===== config.mk =====
export PLATFORM = sky130hd
export DESIGN_NAME = rspc_serial_port
export DESIGN_NICKNAME = d
export VERILOG_FILES = /design/src/verilog/rspc_pkg.sv /design/src/verilog/rspc_serial_port.sv
export SDC_FILE = /design/constraint.sdc
export NUM_CORES = 1
export LEC_CHECK = 0
export ABC_AREA = 1
export BUFFER_PORTS_ARGS = -buffer_cell sky130_fd_sc_hd__buf_4
export CORE_MARGIN = 5
export CORE_UTILIZATION = 60
export CTS_CLUSTER_SIZE = 20
export DETAILED_ROUTE_END_ITERATION = 10
export HOLD_SLACK_MARGIN = 0.02
export PLACE_DENSITY = 0.85
export SYNTH_ARGS = -nofsm -noshare
export SYNTH_HDL_FRONTEND = slang
export SYNTH_SLANG_ARGS = --single-unit
export TNS_END_PERCENT = 50

===== constraint.sdc =====
create_clock -name pclk -period 33.9 [get_ports pclk]
set_input_delay 5.085 -clock pclk [delete_from_list [all_inputs] [get_ports pclk]]
set_output_delay 5.085 -clock pclk [all_outputs]
set_load 0.02 [all_outputs]

===== src/verilog/rspc_pkg.sv =====
// shared constants and types of the rs-485 serial port with apb registers
`default_nettype none
package rspc_pkg;

   // register byte offsets
   localparam logic [7:0] RSPC_OFF_CFG    = 8'h00;
   localparam logic [7:0] RSPC_OFF_STATUS = 8'h04;
   localparam logic [7:0] RSPC_OFF_MASK   = 8'h08;
   localparam logic [7:0] RSPC_OFF_RXDATA = 8'h0C;
   localparam logic [7:0] RSPC_OFF_TXDATA = 8'h10;
   localparam logic [7:0] RSPC_OFF_LINE   = 8'h14;

   // status / mask bit positions
   localparam int RSPC_EV_RX_DONE = 0;
   localparam int RSPC_EV_PAR_ERR = 1;
   localparam int RSPC_EV_STP_ERR = 2;
   localparam int RSPC_EV_TX_DONE = 3;
   localparam int RSPC_EV_W       = 4;

   // station address limit
   localparam logic [7:0] RSPC_STATION_MAX = 8'h80;

   // default internal clock rate in hz
   localparam int RSPC_CLK_HZ = 200000000;

   typedef enum logic [2:0] {
      RSPC_RATE_76800 = 3'h0,
      RSPC_RATE_38400 = 3'h1,
      RSPC_RATE_19200 = 3'h2,
      RSPC_RATE_9600  = 3'h3,
      RSPC_RATE_4800  = 3'h4
   } rspc_rate_t;

   typedef enum logic [1:0] {
      RSPC_PAR_NONE = 2'h0,
      RSPC_PAR_ODD  = 2'h1,
      RSPC_PAR_EVEN = 2'h2
   } rspc_par_t;

   // configuration word, bit 15 down to bit 0
   typedef struct packed {
      logic       err_disp_en;   // bit 15
      logic       stop_two;      // bit 14
      rspc_par_t  parity;        // bits 13:12
      logic       len_seven;     // bit 11
      rspc_rate_t rate;          // bits 10:8
      logic [7:0] station;       // bits 7:0
   } rspc_cfg_t;

   localparam rspc_cfg_t RSPC_CFG_RESET = '{
      err_disp_en : 1'b0,
      stop_two    : 1'b0,
      parity      : RSPC_PAR_EVEN,
      len_seven   : 1'b0,
      rate        : RSPC_RATE_38400,
      station     : 8'h00
   };

   typedef enum logic [2:0] {
      RSPC_LN_IDLE  = 3'h0,
      RSPC_LN_START = 3'h1,
      RSPC_LN_DATA  = 3'h2,
      RSPC_LN_PAR   = 3'h3,
      RSPC_LN_STOP  = 3'h4
   } rspc_line_t;

   // one serial direction: shared by receiver and transmitter
   typedef struct packed {
      rspc_line_t  st;
      logic [15:0] cnt;
      logic [2:0]  bitn;
      logic [7:0]  sh;
      logic        par;
      logic        stop_seen;
   } rspc_ser_t;

   // bits per second for each rate code
   function automatic int rspc_baud(input rspc_rate_t r);
      case (r)
         RSPC_RATE_76800: rspc_baud = 76800;
         RSPC_RATE_19200: rspc_baud = 19200;
         RSPC_RATE_9600:  rspc_baud = 9600;
         RSPC_RATE_4800:  rspc_baud = 4800;
         default:         rspc_baud = 38400;
      endcase
   endfunction

endpackage
`default_nettype wire


===== src/verilog/rspc_serial_port.sv =====
// rs-485 serial port: apb registers, configurable framing, rx checks, interrupt
//
// Notes on behaviour
// the station address is kept in the range 0 to 128 and resets to 0.
// the port runs at 76800, 38400, 19200, 9600 or 4800 bit/s, matched by the host.
// with no other rate chosen the port runs at 38400 bit/s.
// characters carry seven or eight data bits, eight by default, matched by the host.
// framing uses odd, even or no parity, even by default, matched by the host.
// characters end with one or two stop bits, one by default, matched by the host.
// an on/off setting, off by default, gates showing communication errors.
// the receiver flags parity and stop-bit errors and drives the display only when enabled.
//
// The APB slave port and the placing of the registers were left to the implementer.
`timescale 1ns/10ps
`default_nettype none
module rspc_serial_port
   import rspc_pkg::*;
#(
   parameter int CLK_HZ = RSPC_CLK_HZ
) (
   // clock and reset
   input  wire logic        pclk,
   input  wire logic        presetn,
   // apb slave
   input  wire logic        psel,
   input  wire logic        penable,
   input  wire logic        pwrite,
   input  wire logic [7:0]  paddr,
   input  wire logic [31:0] pwdata,
   output logic [31:0]      prdata,
   output logic             pready,
   output logic             pslverr,
   // rs-485 line
   input  wire logic        rxd,
   output logic             txd,
   output logic             tx_drive_en,
   // indicators
   output logic             comm_err_display,
   output logic             irq
);
   import rspc_pkg::*;

   typedef struct packed {
      rspc_cfg_t              cfg;
      logic [RSPC_EV_W-1:0]   status;
      logic [RSPC_EV_W-1:0]   mask;
      logic [7:0]             rx_data;
      logic [31:0]            rdata;
      rspc_ser_t              rx;
      rspc_ser_t              tx;
      logic                   txd;
   } rspc_state_t;

   rspc_state_t s;
   rspc_state_t next_s;

   // address decode, used by write path and error answer
   function automatic logic rspc_mapped(input logic [7:0] a);
      rspc_mapped = (a == RSPC_OFF_CFG) || (a == RSPC_OFF_STATUS) ||
                    (a == RSPC_OFF_MASK) || (a == RSPC_OFF_RXDATA) ||
                    (a == RSPC_OFF_TXDATA) || (a == RSPC_OFF_LINE);
   endfunction

   // bit period in clocks for the selected rate; truncation error is under 0.01 %
   logic [15:0] div;
   logic [15:0] half;
   logic [2:0]  last_bit;
   logic        wr;
   logic        rx_tick;
   logic        tx_tick;
   logic [RSPC_EV_W-1:0] ev_set;
   logic [RSPC_EV_W-1:0] ev_clr;
   rspc_cfg_t   wcfg;

   assign div      = 16'(CLK_HZ / rspc_baud(s.cfg.rate));
   assign half     = {1'b0, div[15:1]};
   assign last_bit = s.cfg.len_seven ? 3'h6 : 3'h7;
   assign wr       = psel && penable && pwrite;
   assign rx_tick  = (s.rx.cnt == 16'h0000);
   assign tx_tick  = (s.tx.cnt == 16'h0000);
   assign wcfg     = rspc_cfg_t'(pwdata[15:0]);

   always_comb begin
      next_s = s;
      ev_set = '0;
      ev_clr = '0;

      // read data is latched in the setup phase so it comes from a flip-flop
      if (psel && !penable) begin
         next_s.rdata = 32'h0000_0000;
         case (paddr)
            RSPC_OFF_CFG:    next_s.rdata = {16'h0000, s.cfg};
            RSPC_OFF_STATUS: next_s.rdata = {28'h000_0000, s.status};
            RSPC_OFF_MASK:   next_s.rdata = {28'h000_0000, s.mask};
            RSPC_OFF_RXDATA: next_s.rdata = {24'h00_0000, s.rx_data};
            RSPC_OFF_LINE:   next_s.rdata = {30'h0000_0000, s.rx.st != RSPC_LN_IDLE,
                                             s.tx.st != RSPC_LN_IDLE};
            default:         next_s.rdata = 32'h0000_0000;
         endcase
      end

      // register writes; illegal field codes keep the old setting
      if (wr && rspc_mapped(paddr)) begin
         case (paddr)
            RSPC_OFF_CFG: begin
               if (wcfg.station <= RSPC_STATION_MAX) begin
                  next_s.cfg.station = wcfg.station;
               end
               if (wcfg.rate <= RSPC_RATE_4800) begin
                  next_s.cfg.rate = wcfg.rate;
               end
               next_s.cfg.len_seven = wcfg.len_seven;
               if (wcfg.parity != 2'h3) begin
                  next_s.cfg.parity = wcfg.parity;
               end
               next_s.cfg.stop_two    = wcfg.stop_two;
               next_s.cfg.err_disp_en = wcfg.err_disp_en;
            end
            RSPC_OFF_STATUS: ev_clr = pwdata[RSPC_EV_W-1:0];
            RSPC_OFF_MASK:   next_s.mask = pwdata[RSPC_EV_W-1:0];
            default: begin
            end
         endcase
      end

      // receiver: start bit checked at mid-bit, later bits sampled one period apart
      next_s.rx.cnt = rx_tick ? div - 16'h0001 : s.rx.cnt - 16'h0001;
      unique case (s.rx.st)
         RSPC_LN_IDLE: begin
            next_s.rx.cnt = half;
            if (!rxd) begin
               next_s.rx.st = RSPC_LN_START;
            end
         end
         RSPC_LN_START: begin
            if (rx_tick) begin
               // a short low glitch is not a start bit
               next_s.rx.st   = rxd ? RSPC_LN_IDLE : RSPC_LN_DATA;
               next_s.rx.bitn = 3'h0;
               next_s.rx.par  = 1'b0;
            end
         end
         RSPC_LN_DATA: begin
            if (rx_tick) begin
               next_s.rx.sh   = {rxd, s.rx.sh[7:1]};
               next_s.rx.par  = s.rx.par ^ rxd;
               next_s.rx.bitn = s.rx.bitn + 3'h1;
               if (s.rx.bitn == last_bit) begin
                  next_s.rx.st        = (s.cfg.parity == RSPC_PAR_NONE) ?
                                        RSPC_LN_STOP : RSPC_LN_PAR;
                  next_s.rx.stop_seen = 1'b0;
               end
            end
         end
         RSPC_LN_PAR: begin
            if (rx_tick) begin
               // even: data plus parity bit has an even count of ones
               if ((s.rx.par ^ rxd) != (s.cfg.parity == RSPC_PAR_ODD)) begin
                  ev_set[RSPC_EV_PAR_ERR] = 1'b1;
               end
               next_s.rx.st        = RSPC_LN_STOP;
               next_s.rx.stop_seen = 1'b0;
            end
         end
         RSPC_LN_STOP: begin
            if (rx_tick) begin
               if (!rxd) begin
                  ev_set[RSPC_EV_STP_ERR] = 1'b1;
               end
               if (s.cfg.stop_two && !s.rx.stop_seen) begin
                  next_s.rx.stop_seen = 1'b1;
               end else begin
                  next_s.rx.st = RSPC_LN_IDLE;
                  next_s.rx_data = s.cfg.len_seven ? {1'b0, s.rx.sh[7:1]} : s.rx.sh;
                  ev_set[RSPC_EV_RX_DONE] = 1'b1;
               end
            end
         end
         default: next_s.rx.st = RSPC_LN_IDLE;
      endcase

      // transmitter: a write to txdata while busy is dropped
      next_s.tx.cnt = tx_tick ? div - 16'h0001 : s.tx.cnt - 16'h0001;
      unique case (s.tx.st)
         RSPC_LN_IDLE: begin
            next_s.txd    = 1'b1;
            next_s.tx.cnt = div - 16'h0001;
            if (wr && (paddr == RSPC_OFF_TXDATA)) begin
               next_s.tx.st = RSPC_LN_START;
               next_s.tx.sh = pwdata[7:0];
               next_s.txd   = 1'b0;
            end
         end
         RSPC_LN_START: begin
            if (tx_tick) begin
               next_s.txd     = s.tx.sh[0];
               next_s.tx.par  = s.tx.sh[0];
               next_s.tx.sh   = {1'b0, s.tx.sh[7:1]};
               next_s.tx.bitn = 3'h0;
               next_s.tx.st   = RSPC_LN_DATA;
            end
         end
         RSPC_LN_DATA: begin
            if (tx_tick) begin
               next_s.tx.bitn = s.tx.bitn + 3'h1;
               next_s.tx.stop_seen = 1'b0;
               if (s.tx.bitn == last_bit) begin
                  if (s.cfg.parity == RSPC_PAR_NONE) begin
                     next_s.txd   = 1'b1;
                     next_s.tx.st = RSPC_LN_STOP;
                  end else begin
                     next_s.txd   = s.tx.par ^ (s.cfg.parity == RSPC_PAR_ODD);
                     next_s.tx.st = RSPC_LN_PAR;
                  end
               end else begin
                  next_s.txd    = s.tx.sh[0];
                  next_s.tx.par = s.tx.par ^ s.tx.sh[0];
                  next_s.tx.sh  = {1'b0, s.tx.sh[7:1]};
               end
            end
         end
         RSPC_LN_PAR: begin
            if (tx_tick) begin
               next_s.txd   = 1'b1;
               next_s.tx.st = RSPC_LN_STOP;
            end
         end
         RSPC_LN_STOP: begin
            if (tx_tick) begin
               if (s.cfg.stop_two && !s.tx.stop_seen) begin
                  next_s.tx.stop_seen = 1'b1;
               end else begin
                  next_s.tx.st = RSPC_LN_IDLE;
                  ev_set[RSPC_EV_TX_DONE] = 1'b1;
               end
            end
         end
         default: next_s.tx.st = RSPC_LN_IDLE;
      endcase

      // sticky events: a new event wins over a write-one clear in the same cycle
      next_s.status = (s.status & ~ev_clr) | ev_set;
   end

   // single state register
   always_ff @(posedge pclk or negedge presetn) begin
      if (!presetn) begin
         s         <= '0;
         s.cfg     <= RSPC_CFG_RESET;
         s.txd     <= 1'b1;
         s.rx.st   <= RSPC_LN_IDLE;
         s.tx.st   <= RSPC_LN_IDLE;
      end else begin
         s <= next_s;
      end
   end

   // outputs
   assign prdata      = s.rdata;
   assign pready      = 1'b1; // zero wait states
   assign pslverr     = psel && penable && !rspc_mapped(paddr);
   assign txd         = s.txd;
   assign tx_drive_en = (s.tx.st != RSPC_LN_IDLE);
   assign irq         = |(s.status & s.mask);
   // error display follows the sticky error bits, gated by the enable
   assign comm_err_display = s.cfg.err_disp_en &&
                             (s.status[RSPC_EV_PAR_ERR] || s.status[RSPC_EV_STP_ERR]);

endmodule
`default_nettype wire


==> results.md <==
* Worst-skew pair later-pin latency at 420 ps
* Total CTS buffers at 17
* Postcts setup bufs at 0
* Post-synth top cells: 839 x nand2_1, 357 x inv_1, 292 x nor2_1
* GPL Wtd Cong at 0.9440
* CP max stage cell: nor2_2
* Placed cell count at 3414
* Status: complete, no violations
* # setup viols final at 0
* Critical Path RT at 34200 ps
* Startpoint types: register
* Syn Area/Cell at 6.083 sq um
* Crit-path max cell delay at 550 ps
* Pleak at 10.37 nW
* Clock skew at 10.94 ps
* Final critical-path required period at 31130 ps
* Setup TNS at 0 ps
* CTS tree: yes
* Slew @ Worst Pin at 951.0 ps
* Chip height at 185.1 um
* Vias in the first global route at 18.80k
* Hold_sp: s[13]
* Die area at 34270 sq um
* Area contributors post-synth: nand2_1 17%, dfrtp_1 15%, ha_1 8.9%
* Cell with the most instances after synthesis: nand2_1
* Pwr Density at 103.0 nW/um^2
* Vias/cell at 5.834
* Critical path class: register to register
* Hold EP: s[13]
* DRT antenna net count at 0
* Register-to-Register Path Depth at 203
* Max FO, Critical Path at 25
* R2R setup slack at 2770 ps
* Synthesized area at 18400 sq um
* I/O Pins at 84
* R2R Path End: s[19]
* Crit. End Element: register
* Initial DRC count at 2147
* Crit path max-delay family: simple AND/OR/NAND/NOR gates
* Register area share after synthesis at 15.39%
* Finished Layout Cells at 3447
* Share of cells above drive strength 1 at a little under an eighth
* Vias at between 20k and 25k
* Data arrival, critical path at 31430 ps
* R2R Path Start: s[123]
* Max-cap violations at 0
* Reg clk slew, reported paths at 50 ps
* Clock tree root driver cell: clkbuf_16
* Die width at 185.1 um
* Post-synth ARST share at 100.0%
* Pin count of the biggest net entering global routing at 67
* Gr usage total at 31.11%
* Top cell type's share of synthesized area at between 10% and 20%
* # hold bufs at CTS at 0
* Ys flop type: dfrtp_1
* Final Cycle Share at approximately 90%
* Initial Utilization at 60.47%
* Cell variety after synth at 69
* Final Hold Violating Endpoints at 0
* # rows at 64
* CTS resizes at 0
* Critical path buffers and inverters at 42
* Hold Path Cell Cnt at 1
* RSZ-0062 raised after global routing: no
* CTS sink cnt at 113
* Routed WL at 54.43 mm
* Syn-to-layout area delta at 5.481%
* Drt first pass iters at 6
* Largest area contributor in the netlist: nand2_1
* Clock buffer depth at 2
* Final nets at 3215
* Post-DP HPWL at 41.62 mm
* # DRC at 0
* Max rail drop VDD at 0.1106 mV
* Yosys reg bits at 113
* GR Overflow Total at 0
* # port buffers at 50
* Number of antenna diodes at 0
* Slew Limit Fails at 0
* Hold Path Class: register to register
* Ys Warns at 0
* CORE AREA at between 30000 and 40000 sq um
* Synth Instances at between 3k and 4k
* H-tree levels at 4
* Total power at roughly 0.0020 W
* DR WL/cell at 15.79 um
* Post-synth EDFFs at 0
* Max transition margin at ~36%
* Initial antenna violation count at 1
* Global-route wire length before repair at 89.54 mm
* Fmax at roughly 0.032 GHz
[sequential cells by signal, summed over array words and instances, names as in the netlist]
name	flops
s	96
prdata	16
txd	1
[routing by layer]
layer  up-vias  share of wire, %  routed length, um  GRT usage, %
met1      9248                42              22950         40.84
met4         2               3.6               1973         11.30
li1       9850                 -                  -             -
met5         -             0.026                 14             0
met3       164               8.0               4338         3.633
met2       845                46              25160         52.90
[metrics by stage]
stage / hold WS (ps) / util [%] / setup slack, ps / instance area (sq um)
finish: 477.1 / 63.79 / 2775 / 19410
global route: 500.9 / 63.79 / 0.6644 / 19410
CTS: 477.2 / 63.56 / 2047 / 19340
detailed placement: 470.1 / 61.71 / 2183 / 18780
global placement: 459.4 / 61.71 / 2865 / 18780
floorplan: 443.3 / - / 6892 / 18480
[area by class of cell]
| cell class | instances | area, sq um |
|---|---|---|
| multi-input combinational | 2427 | 13430 |
| timing repair buffer | 69 | 521.8 |
| tap | 396 | 495.5 |
| inverter | 410 | 1570 |
| clock buffer | 22 | 474.2 |
| sequential | 113 | 2831 |
| clock inverter | 10 | 86.33 |
| fill | 2844 | 11020 |
[power by group]
| group | internal, W | switching [W] |
|---|---|---|
| Clock | 0.000106 | 0.0000612 |
| Sequential | 0.000136 | 0.000000373 |
| Combinational | 0.000532 | 0.00116 |
| Total | 0.000773 | 0.00123 |
[how the worst max path moves through the flow]
stage                     cells after the start    from  slack (ps)  endpoint
after global routing                        210  s[123]         0.7     s[19]
final                                       203  s[123]        2770     s[19]
after floorplan                             221  s[121]        6890     s[51]
after CTS                                   203  s[123]        2050     s[19]
after global placement                      201  s[123]        2870     s[19]
after detailed placement                    203  s[123]        2180     s[19]
[placed cells by master, fill, tap and decap left out, types with 24 or more instances in the layout]
cell type and n:
nand2_2 65, nand2_4 36, dfrtp_1 110, inv_1 356, o21ai_1 27, nor2_1 290
a21oi_1 108, nand3_1 275, nand4_1 74, nor3_1 42, o21ai_0 163, nand3_2 35
nand2_1 839, xnor2_1 36, conb_1 24, inv_2 36, ha_1 131, xor2_1 73
buf_4 68
[cells by family after synthesis]
group,after synthesis,share of synthesized area [%]
fa+ha+maj,131,8.907
mux,5,0.2856
other cells,2,0.04081
compound gates,398,12.33
xor+xnor,109,5.188
buf+inv,508,12.37
flops,113,15.39
simple gates,1759,45.50
No activity file was read; power rests on OpenSTA's default activity.
